--- config.mk ---
export PLATFORM = sky130hd
export DESIGN_NAME = srlwa_top
export DESIGN_NICKNAME = d
export VERILOG_FILES = /design/src/srlwa_pkg.sv /design/src/srlwa_fifo.sv /design/src/srlwa_top.sv
export SDC_FILE = /design/constraint.sdc
export NUM_CORES = 1
export LEC_CHECK = 0
export ABC_AREA = 0
export BUFFER_PORTS_ARGS = -buffer_cell sky130_fd_sc_hd__buf_2
export CORE_MARGIN = 2
export CORE_UTILIZATION = 60
export CTS_CLUSTER_DIAMETER = 100
export CTS_CLUSTER_SIZE = 20
export DETAILED_ROUTE_END_ITERATION = 6
export GPL_TIMING_DRIVEN = 1
export PLACE_DENSITY = 0.87
export SLEW_MARGIN = 10
export SYNTH_ARGS = -nofsm -noshare
export SYNTH_HDL_FRONTEND = slang
export SYNTH_SLANG_ARGS = --single-unit
--- constraint.sdc ---
create_clock -name mclk -period 7.3 [get_ports mclk]
set_input_delay 1.095 -clock mclk [delete_from_list [all_inputs] [get_ports mclk]]
set_output_delay 1.095 -clock mclk [all_outputs]
set_load 0.02 [all_outputs]
--- src/srlwa_pkg.sv ---
// shared constants and types of the receive lock and word-align front end
// Operation
// - power down pll when channel unused
// - active-low pll locked-to-reference status output
// - auto data lock needs ppm and phase
// - force inputs override lock mode selection
// - unconnected force inputs mean automatic mode
// - frequency-locked output while locked to data
// - run-length limit in steps of 5/4
// - deserialize 8/10-bit words, first bit lsb
// - each bit-slip request shifts boundary one bit
// - bit-slip: 8/10-bit, custom or sonet only
// - pattern detector stays active during bit-slip
// - 16-bit mode finds and locks pattern
// - realign input restarts 16-bit search
// - 16-bit mode: 8-bit path, custom/sonet
// - four-byte pattern only in sonet mode
// - 10-bit pattern, full or low seven
// - match both disparities of 10-bit pattern
// - 10-bit mode enable input, custom only
// - fixed modes only with their own protocol
`default_nettype none
package srlwa_pkg;
  // lock-mode states, one-hot
  typedef enum logic [1:0] {LK_REF = 2'b01, LK_DATA = 2'b10} srlwa_lock_t;
  // aligner modes and protocol modes
  localparam logic [2:0] AM_BITSLIP = 3'h0;
  localparam logic [2:0] AM_16BIT = 3'h1;
  localparam logic [2:0] AM_10BIT = 3'h2;
  localparam logic [2:0] AM_XAUI = 3'h3;
  localparam logic [2:0] AM_GIGABIT_ETHERNET_MODE = 3'h4;
  localparam logic [1:0] PR_CUSTOM = 2'h0;
  localparam logic [1:0] PR_SONET = 2'h1;
  localparam logic [1:0] PR_XAUI = 2'h2;
  localparam logic [1:0] PR_GIGABIT_ETHERNET_MODE = 2'h3;
  // ppm thresholds selected by ppm_sel, and phase limit in milli-UI (.08 UI)
  localparam logic [10:0] PPM_125 = 11'h07D;
  localparam logic [10:0] PPM_250 = 11'h0FA;
  localparam logic [10:0] PPM_500 = 11'h1F4;
  localparam logic [10:0] PPM_1000 = 11'h3E8;
  localparam logic [9:0] PHASE_MAX_MUI = 10'h050;
  // run-length step per limit code
  localparam logic [2:0] RL_STEP_10B = 3'h5;
  localparam logic [2:0] RL_STEP_8B = 3'h4;
  // fixed comma for xaui and gigabit ethernet modes, matched on seven bits
  localparam logic [9:0] COMMA_PAT = 10'h17C;
  localparam logic [9:0] MASK_FULL = 10'h3FF;
  localparam logic [9:0] MASK_LOW7 = 10'h07F;
  localparam int HIST_W = 32;
endpackage
`default_nettype wire

--- src/srlwa_fifo.sv ---
// word fifo with registered head between aligner and fabric
`timescale 1ns/1ns
`default_nettype none
module srlwa_fifo #(
  parameter int WIDTH = 22,
  parameter int DEPTH = 16
) (
  // clock and reset
  input wire logic mclk,
  input wire logic rst,
  // fill side
  input wire logic in_valid,
  output logic in_ready,
  input wire logic [WIDTH-1:0] in_data,
  // drain side
  input wire logic out_ready,
  output logic out_valid,
  output logic [WIDTH-1:0] out_data
);
  localparam int AW = $clog2(DEPTH);
  logic [WIDTH-1:0] mem [DEPTH];
  logic [AW-1:0] wptr, rptr, next_wptr, next_rptr;
  logic [AW:0] cnt, next_cnt;
  logic next_out_valid;
  logic [WIDTH-1:0] next_out_data;
  logic push, pop;
  // head register reloads from memory when it is empty or being taken and memory holds a word
  always_comb
  begin
    in_ready = (cnt != DEPTH[AW:0]);
    push = in_valid && in_ready;
    pop = (cnt != '0) && (!out_valid || out_ready);
    next_wptr = push ? wptr + 1'b1 : wptr;
    next_rptr = pop ? rptr + 1'b1 : rptr;
    next_cnt = cnt + (AW+1)'(push) - (AW+1)'(pop);
    next_out_valid = pop ? 1'b1 : (out_ready ? 1'b0 : out_valid);
    next_out_data = pop ? mem[rptr] : out_data;
  end
  always_ff @(posedge mclk)
  begin
    if (push)
      mem[wptr] <= in_data;
    if (rst)
    begin
      wptr <= '0;
      rptr <= '0;
      cnt <= '0;
      out_valid <= 1'b0;
      out_data <= '0;
    end
    else
    begin
      wptr <= next_wptr;
      rptr <= next_rptr;
      cnt <= next_cnt;
      out_valid <= next_out_valid;
      out_data <= next_out_data;
    end
  end
endmodule
`default_nettype wire

--- src/srlwa_top.sv ---
// receive lock-mode control, run-length check, deserializer and word aligner
`timescale 1ns/1ns
`default_nettype none
module srlwa_top
  import srlwa_pkg::*;
#(
  parameter int FIFO_DEPTH = 16
) (
  // clock and reset
  input wire logic mclk,
  input wire logic rst,
  // recovered serial bit, one per mclk
  input wire logic rx_sdata,
  // pll and clock_recovery_unit status and overrides
  input wire logic chan_used,
  input wire logic pll_lock_raw,
  input wire logic [10:0] freq_off_ppm,
  input wire logic [9:0] phase_err_mui,
  input wire logic [1:0] ppm_sel,
  input wire logic force_data_lock,
  input wire logic force_ref_lock,
  output logic pll_pwr_down,
  output logic rx_locked_n,
  output logic freq_locked,
  // aligner configuration
  input wire logic [1:0] protocol,
  input wire logic [2:0] align_mode,
  input wire logic width_10b,
  input wire logic dbl_width,
  input wire logic [4:0] rl_code,
  input wire logic [9:0] pat_10,
  input wire logic mask_low7,
  input wire logic [15:0] pat_16,
  input wire logic pat_sel32,
  output logic cfg_err,
  // aligner control
  input wire logic bitslip,
  input wire logic realign,
  input wire logic align_en,
  output logic rx_aligned,
  // word output
  output logic [19:0] rx_data,
  output logic rx_pat_det,
  output logic rx_rl_viol,
  output logic rx_valid,
  input wire logic rx_ready,
  output logic rx_overflow
);
  // synchronisers for pin inputs
  logic [1:0] sd_sync, lk_sync;
  logic sbit, pll_lock_s;
  always_ff @(posedge mclk)
  begin
    sd_sync <= {sd_sync[0], rx_sdata};
    lk_sync <= {lk_sync[0], pll_lock_raw};
  end
  assign sbit = sd_sync[1];
  assign pll_lock_s = lk_sync[1];

  // lock-mode selection; overrides have no port default, an unconnected z fails the if tests, giving auto
  srlwa_lock_t lk_state, next_lk_state;
  logic [10:0] ppm_thr;
  logic in_ppm, in_phase;
  always_comb
  begin
    unique case (ppm_sel)
      2'h0: ppm_thr = PPM_125;
      2'h1: ppm_thr = PPM_250;
      2'h2: ppm_thr = PPM_500;
      2'h3: ppm_thr = PPM_1000;
    endcase
    in_ppm = freq_off_ppm <= ppm_thr;
    in_phase = phase_err_mui <= PHASE_MAX_MUI;
    next_lk_state = lk_state;
    if (!chan_used)
      next_lk_state = LK_REF;
    else if (force_data_lock)
      next_lk_state = LK_DATA;
    else if (force_ref_lock)
      next_lk_state = LK_REF;
    else
    begin
      // auto mode
      unique case (lk_state)
        LK_REF: if (in_ppm && in_phase) next_lk_state = LK_DATA;
        LK_DATA: if (!in_ppm) next_lk_state = LK_REF;
        default: next_lk_state = LK_REF;
      endcase
    end
  end
  always_ff @(posedge mclk)
  begin
    if (rst)
    begin
      lk_state <= LK_REF;
      pll_pwr_down <= 1'b1;
      rx_locked_n <= 1'b1;
      freq_locked <= 1'b0;
    end
    else
    begin
      lk_state <= next_lk_state;
      pll_pwr_down <= !chan_used;
      rx_locked_n <= !(pll_lock_s && chan_used);
      freq_locked <= (lk_state == LK_DATA);
    end
  end

  // mode legality; an illegal mix freezes alignment
  logic cust_sonet, next_cfg_err;
  always_comb
  begin
    cust_sonet = (protocol == PR_CUSTOM) || (protocol == PR_SONET);
    unique case (align_mode)
      AM_BITSLIP: next_cfg_err = !cust_sonet;
      AM_16BIT: next_cfg_err = !cust_sonet || width_10b || (pat_sel32 && protocol != PR_SONET);
      AM_10BIT: next_cfg_err = protocol != PR_CUSTOM;
      AM_XAUI: next_cfg_err = protocol != PR_XAUI;
      AM_GIGABIT_ETHERNET_MODE: next_cfg_err = protocol != PR_GIGABIT_ETHERNET_MODE;
      default: next_cfg_err = 1'b1;
    endcase
  end

  // bit history: newest bit at the top, so older bits land in lower positions
  logic [HIST_W-1:0] hist;
  logic [9:0] w10, pat, msk;
  logic m10, m16, match, fixed_mode, align_ok, slip_req, bitslip_q;
  logic [3:0] bit_cnt, next_bit_cnt, wlast;
  logic word_end, next_aligned;
  always_comb
  begin
    w10 = hist[31:22];
    fixed_mode = (align_mode == AM_XAUI) || (align_mode == AM_GIGABIT_ETHERNET_MODE);
    pat = fixed_mode ? COMMA_PAT : pat_10;
    msk = (fixed_mode || mask_low7) ? MASK_LOW7 : MASK_FULL;
    m10 = (((w10 ^ pat) & msk) == '0) || (((w10 ^ ~pat) & msk) == '0);
    m16 = pat_sel32 ? (hist == {pat_16[15:8], pat_16[15:8], pat_16[7:0], pat_16[7:0]})
                    : (hist[31:16] == pat_16);
    // bit-slip keeps detecting with the width in use
    if (align_mode == AM_16BIT || (align_mode == AM_BITSLIP && !width_10b))
      match = width_10b ? m10 : (align_mode == AM_16BIT ? m16 : hist[31:24] == pat_16[7:0]);
    else
      match = m10;
    unique case (align_mode)
      AM_16BIT: align_ok = !rx_aligned;
      AM_10BIT: align_ok = align_en;
      AM_XAUI, AM_GIGABIT_ETHERNET_MODE: align_ok = 1'b1;
      default: align_ok = 1'b0;
    endcase
    align_ok = align_ok && !cfg_err;
    wlast = width_10b ? 4'h9 : 4'h7;
    slip_req = (align_mode == AM_BITSLIP) && !cfg_err && bitslip && !bitslip_q;
    word_end = (align_ok && match) || (bit_cnt == wlast && !slip_req);
    if (word_end)
      next_bit_cnt = 4'h0;
    else if (slip_req)
      next_bit_cnt = bit_cnt;
    else
      next_bit_cnt = bit_cnt + 4'h1;
    next_aligned = rx_aligned;
    if (align_ok && match)
      next_aligned = 1'b1;
    if (align_mode == AM_BITSLIP)
      next_aligned = !cfg_err;
    if (cfg_err || (align_mode == AM_16BIT && realign))
      next_aligned = 1'b0;
  end

  // run-length counter, limit scaled by the data width
  logic [7:0] run_cnt, next_run_cnt, rl_limit;
  logic rl_hit, next_rl_hit, last_bit;
  always_comb
  begin
    // eight-bit product: the top code plus one, times five, is 160, which a narrower product would wrap
    rl_limit = (8'(rl_code) + 8'h01) * (width_10b ? 8'(RL_STEP_10B) : 8'(RL_STEP_8B));
    next_run_cnt = (sbit == last_bit) ? ((run_cnt == 8'hFF) ? run_cnt : run_cnt + 8'h1) : 8'h1;
    next_rl_hit = (word_end ? 1'b0 : rl_hit) || (next_run_cnt > rl_limit);
  end

  // word assembly and pairing for double width
  logic [9:0] wrd, lo_wrd, next_lo_wrd;
  logic lo_pat, lo_rl, half, next_half, next_lo_pat, next_lo_rl;
  logic push, fifo_in_ready, cur_rl;
  logic [21:0] push_data;
  always_comb
  begin
    wrd = width_10b ? w10 : {2'h0, hist[31:24]};
    cur_rl = rl_hit; // the bit now entering belongs to the next word
    next_half = half;
    next_lo_wrd = lo_wrd;
    next_lo_pat = lo_pat;
    next_lo_rl = lo_rl;
    push = 1'b0;
    push_data = {cur_rl, match, 10'h000, wrd};
    if (word_end)
    begin
      if (dbl_width && !half)
      begin
        next_half = 1'b1;
        next_lo_wrd = wrd;
        next_lo_pat = match;
        next_lo_rl = cur_rl;
      end
      else
      begin
        next_half = 1'b0;
        push = 1'b1;
        if (dbl_width)
          push_data = {cur_rl || lo_rl, match || lo_pat,
                       width_10b ? {wrd, lo_wrd} : {4'h0, wrd[7:0], lo_wrd[7:0]}};
      end
    end
  end

  // history, counters and flags registered together
  always_ff @(posedge mclk)
  begin
    if (rst)
    begin
      hist <= '0;
      bit_cnt <= 4'h0;
      bitslip_q <= 1'b0;
      rx_aligned <= 1'b0;
      cfg_err <= 1'b0;
      run_cnt <= 8'h0;
      last_bit <= 1'b0;
      rl_hit <= 1'b0;
      half <= 1'b0;
      lo_wrd <= 10'h000;
      lo_pat <= 1'b0;
      lo_rl <= 1'b0;
      rx_overflow <= 1'b0;
    end
    else
    begin
      hist <= {sbit, hist[HIST_W-1:1]};
      bit_cnt <= next_bit_cnt;
      bitslip_q <= bitslip;
      rx_aligned <= next_aligned;
      cfg_err <= next_cfg_err;
      run_cnt <= next_run_cnt;
      last_bit <= sbit;
      rl_hit <= next_rl_hit;
      half <= next_half;
      lo_wrd <= next_lo_wrd;
      lo_pat <= next_lo_pat;
      lo_rl <= next_lo_rl;
      // serial data cannot wait, so a full fifo loses the word and says so
      rx_overflow <= rx_overflow || (push && !fifo_in_ready);
    end
  end

  // output buffering toward the fabric
  logic [21:0] fifo_out;
  srlwa_fifo #(.WIDTH(22), .DEPTH(FIFO_DEPTH)) u_fifo (
    .mclk(mclk),
    .rst(rst),
    .in_valid(push),
    .in_ready(fifo_in_ready),
    .in_data(push_data),
    .out_ready(rx_ready),
    .out_valid(rx_valid),
    .out_data(fifo_out)
  );
  assign rx_data = fifo_out[19:0];
  assign rx_pat_det = fifo_out[20];
  assign rx_rl_viol = fifo_out[21];
endmodule
`default_nettype wire

==> summary.md <==
| Metric | Value |
|---|---|
| Status | completed |
| Layout Nets | 1405 |
| Critical path's largest stage delay | 1110 ps |
| Root Driver | clkbuf_16 |
| Sink Count | 459 |
| Area share of the largest cell type after synthesis | 55.5% |
| DRT iter0 DRCs | 1017 |
| Maximum vdd drop | 0.000197 V |
| CTS clk-pin slew, worst paths | 90 ps |
| Slew @ Worst Pin | 1310 ps |
| CP max FO | 22 |
| Leak | 7.02 nW |
| Clock skew | 26.1 ps |
| Crit path launch type | input pin |
| RSZ-0062 raised after global routing | false |
| Yosys top cell by area | edfxtp_1 |
| CTS tree | built |
| Fin crit period | 5100 ps |
| Die width | 182 µm |
| Final Total Pwr | 0.00582 W |
| Vias per cell | 6.45 |
| Core area | 31400 µm² |
| Count leader, synth | edfxtp_1 |
| Maxcap violations | 0 |
| Maximum clock path buffer count | 3 |
| Post-CTS Setup Bufs | 0 |
| Site row count | 65 |
| Antenna diodes | 0 |
| CTS buffer count | 26 |
| Seq/Total Area, Yosys | 66.8% |
| P_int | 0.00419 W |
| Post-synth top flop | edfxtp_1 |
| Fmax | 196 MHz |
| Hold crit path type | flip-flop to flip-flop |
| Total number of vias | 11042 |
| Placed inst area | 19900 µm² |
| Rel. slew slack | 12.9% |
| Initial core utilization | 60.7% |
| CTS resizes | 0 |
| Routed length per instance | 24.5 µm |
| Number of antenna violations at the first check in global routing | 0 |
| Fin. Hold Viols | 0 |
| DR pass1 iterations | 5 |
| Crit path buffers/inverters | 1 |
| Vias in the first global route | 11000 |
| Global-route wire length before repair | 64900 µm |
| Warnings, synthesis | 0 |
| DRC errors left | 0 |
| Worst skew pair latency | 570 ps |
| Switching Power | 0.00163 W |
| Delay-heaviest family, CP | simple AND/OR/NAND/NOR gates |
| Flop pwr share | 51.9% |
| Final TNS setup | 0 ps |
| Post-synth ARST share | 0% |
| Critical path required time | 7480 ps |
| Area growth syn-to-layout | 8.80% |
| Top post-synthesis cells by count | edfxtp_1, mux4_2, dfxtp_1 |
| Input/output buffers | 102 |
| Clk pwr share | 25.6% |
| Fin crit share | 69.8% |
| Worst path slowest cell | and3_1 |
| Switching portion of total power | 28.1% |
| Pwr per Cell Area | 281 nW/µm² |
| Cell area after synthesis | 19000 µm² |
| Final wirelength | 42000 µm |
| Final Setup Violations | 0 |
| Design area | 20700 µm² |
| Grt ovf | 0 |
| Max-slew violations | 0 |
| CTS Hold Buffers Added | 0 |
| Cells after synthesis | 1212 |
| Cell chain of the critical path | buf_2 > nor3b_2 > o31a_1 > o211ai_1 > a211o_1 > o41a_1 > o21a_1 > nor2_1 > and3_1 |
| Fillers | 2097 |
| Ratio of cells with drive above 1 in the final layout | 20.7% |
| #FFs+latches synth | 459 |
| Routability cong. | 0.883 |
| Post-synth cell types | 57 |
| CP arrival | 5280 ps |
| Combinational power share | 22.5% |
| Avg Cell Area, Syn | 15.7 µm² |
| Crit path kind | input pin to flip-flop |
| DIE HEIGHT | 182 µm |
| Routed Antenna Nets | 0 |
| Worst hold margin | 332 ps |
| CP endpoint kind | flip-flop |
| Die area | 33200 µm² |
| Gr usage total | 25.9% |
| Pin count of the biggest net entering global routing | 54 |
| Syn Nets | 1326 |
| Number of synthesized flops with an enable pin | 352 |
| H-tree levels | 1 |
| Post-DP HPWL | 27400 µm |
| Ranking of synthesized cells by area | edfxtp_1, mux4_2, dfxtp_1 |
| IO Pins | 103 |
==> power groups by stage <==
stage	Sequential, W	Clock (W)	Combinational [W]
6_report	0.00302	0.00149	0.00131
3_5_place_dp	0.00309	0	0.00130
3_3_place_gp	0.00308	0	0.00125
4_1_cts	0.00303	0.00151	0.00131
2_1_floorplan	0.00302	0	0.000954
5_1_grt	0.00305	0.00159	0.00140
==> metrics by stage <==
stage                     cells  utilization, %  worst slack (ps)
after detailed placement   1665            63.5              1730
after CTS                  1713            65.8              2310
after global placement     1665            63.5              1970
after global routing       1713            66.0              2000
after floorplan            1212               -              2960
final                      1713            66.0              2200
==> flip-flops by register name (all words and copies together), names as in the netlist, 2 cells and up <==
name / flops
sd_sync: 2
u_fifo.out_data: 22
run_cnt: 8
u_fifo.rptr: 4
hist: 32
bit_cnt: 4
lo_wrd: 10
u_fifo.cnt: 5
lk_sync: 2
u_fifo.mem: 352
u_fifo.wptr: 4
lk_state: 2
==> area by class of cell <==
class	instances	area, µm²	share of cell area [%]
Tap cell	402	503	2.43
Sequential cell	459	12700	61.4
Inverter	32	120	0.580
Clock buffer	47	729	3.52
Clock inverter	1	16.3	0.0785
Timing Repair Buffer	116	618	2.98
Multi-Input combinational cell	656	6010	29.0
==> path summary, 6_finish.rpt <==
check / from / to / slack [ps] / cells after the start
setup reg to reg: hist[22] / u_fifo.mem[9][13] / 2790 / 8
setup / recovery: align_mode[2] / u_fifo.mem[9][13] / 2200 / 9
hold reg to reg: sd_sync[0] / sd_sync[1] / 330 / 0
hold / removal: sd_sync[0] / sd_sync[1] / 330 / 0
==> worst reg2reg max path, delay by kind of cell (launching register included) <==
family           cells  cell delay (ps)
XOR/XNOR             1              120
AND/OR/NAND/NOR      4             2450
flip-flops           1              530
AO/OA/AOI/OAI        3             1040
==> cells by family (layout without fill, tap and decap cells) <==
family	count (synthesis)	in the layout	share of synthesized area, %
DFF	459	459	66.8
and+or+nand+nor	303	303	7.91
AOI/OAI and AO/OA	138	138	4.55
muxes	117	117	13.4
buffers and inverters	97	196	2.02
xor gates and xnor gates	58	58	2.67
adders and majority gates	40	40	2.71
==> metal layers <==
metal  track usage, %  routed length (µm)  vias up
li1                 -                   -     4803
met1             36.0               16500     5580
met2             43.7               20900      563
met3             3.93                3280       96
met4             6.32                1230        0
met5                0                   0        -
==> placed cells by master (no fill, tap or decap), types with 3 or more instances in the layout <==
| master | instances |
|---|---|
| and3_1 | 18 |
| clkbuf_1 | 21 |
| buf_2 | 101 |
| o21ai_0 | 15 |
| mux4_2 | 110 |
| dfxtp_1 | 104 |
| nor2_1 | 55 |
| nand2b_1 | 5 |
| nand4_1 | 14 |
| nor3_1 | 27 |
| nor2b_1 | 40 |
| edfxtp_1 | 352 |
| o31ai_1 | 5 |
| nand3_1 | 20 |
| xnor2_1 | 36 |
| mux2i_1 | 6 |
| nand2_1 | 89 |
| clkbuf_16 | 26 |
| or3_1 | 7 |
| o22ai_1 | 3 |
| o21a_1 | 4 |
| a311oi_1 | 5 |
| o211ai_1 | 4 |
| and2_1 | 8 |
| xor2_1 | 22 |
| o31a_1 | 4 |
| a211oi_1 | 4 |
| a31oi_2 | 6 |
| or4_1 | 4 |
| buf_4 | 15 |
| inv_1 | 31 |
| ha_1 | 38 |
| a21oi_1 | 60 |
| nor4_1 | 8 |
| a21o_1 | 8 |
No activity file was read; power rests on OpenSTA's default activity.
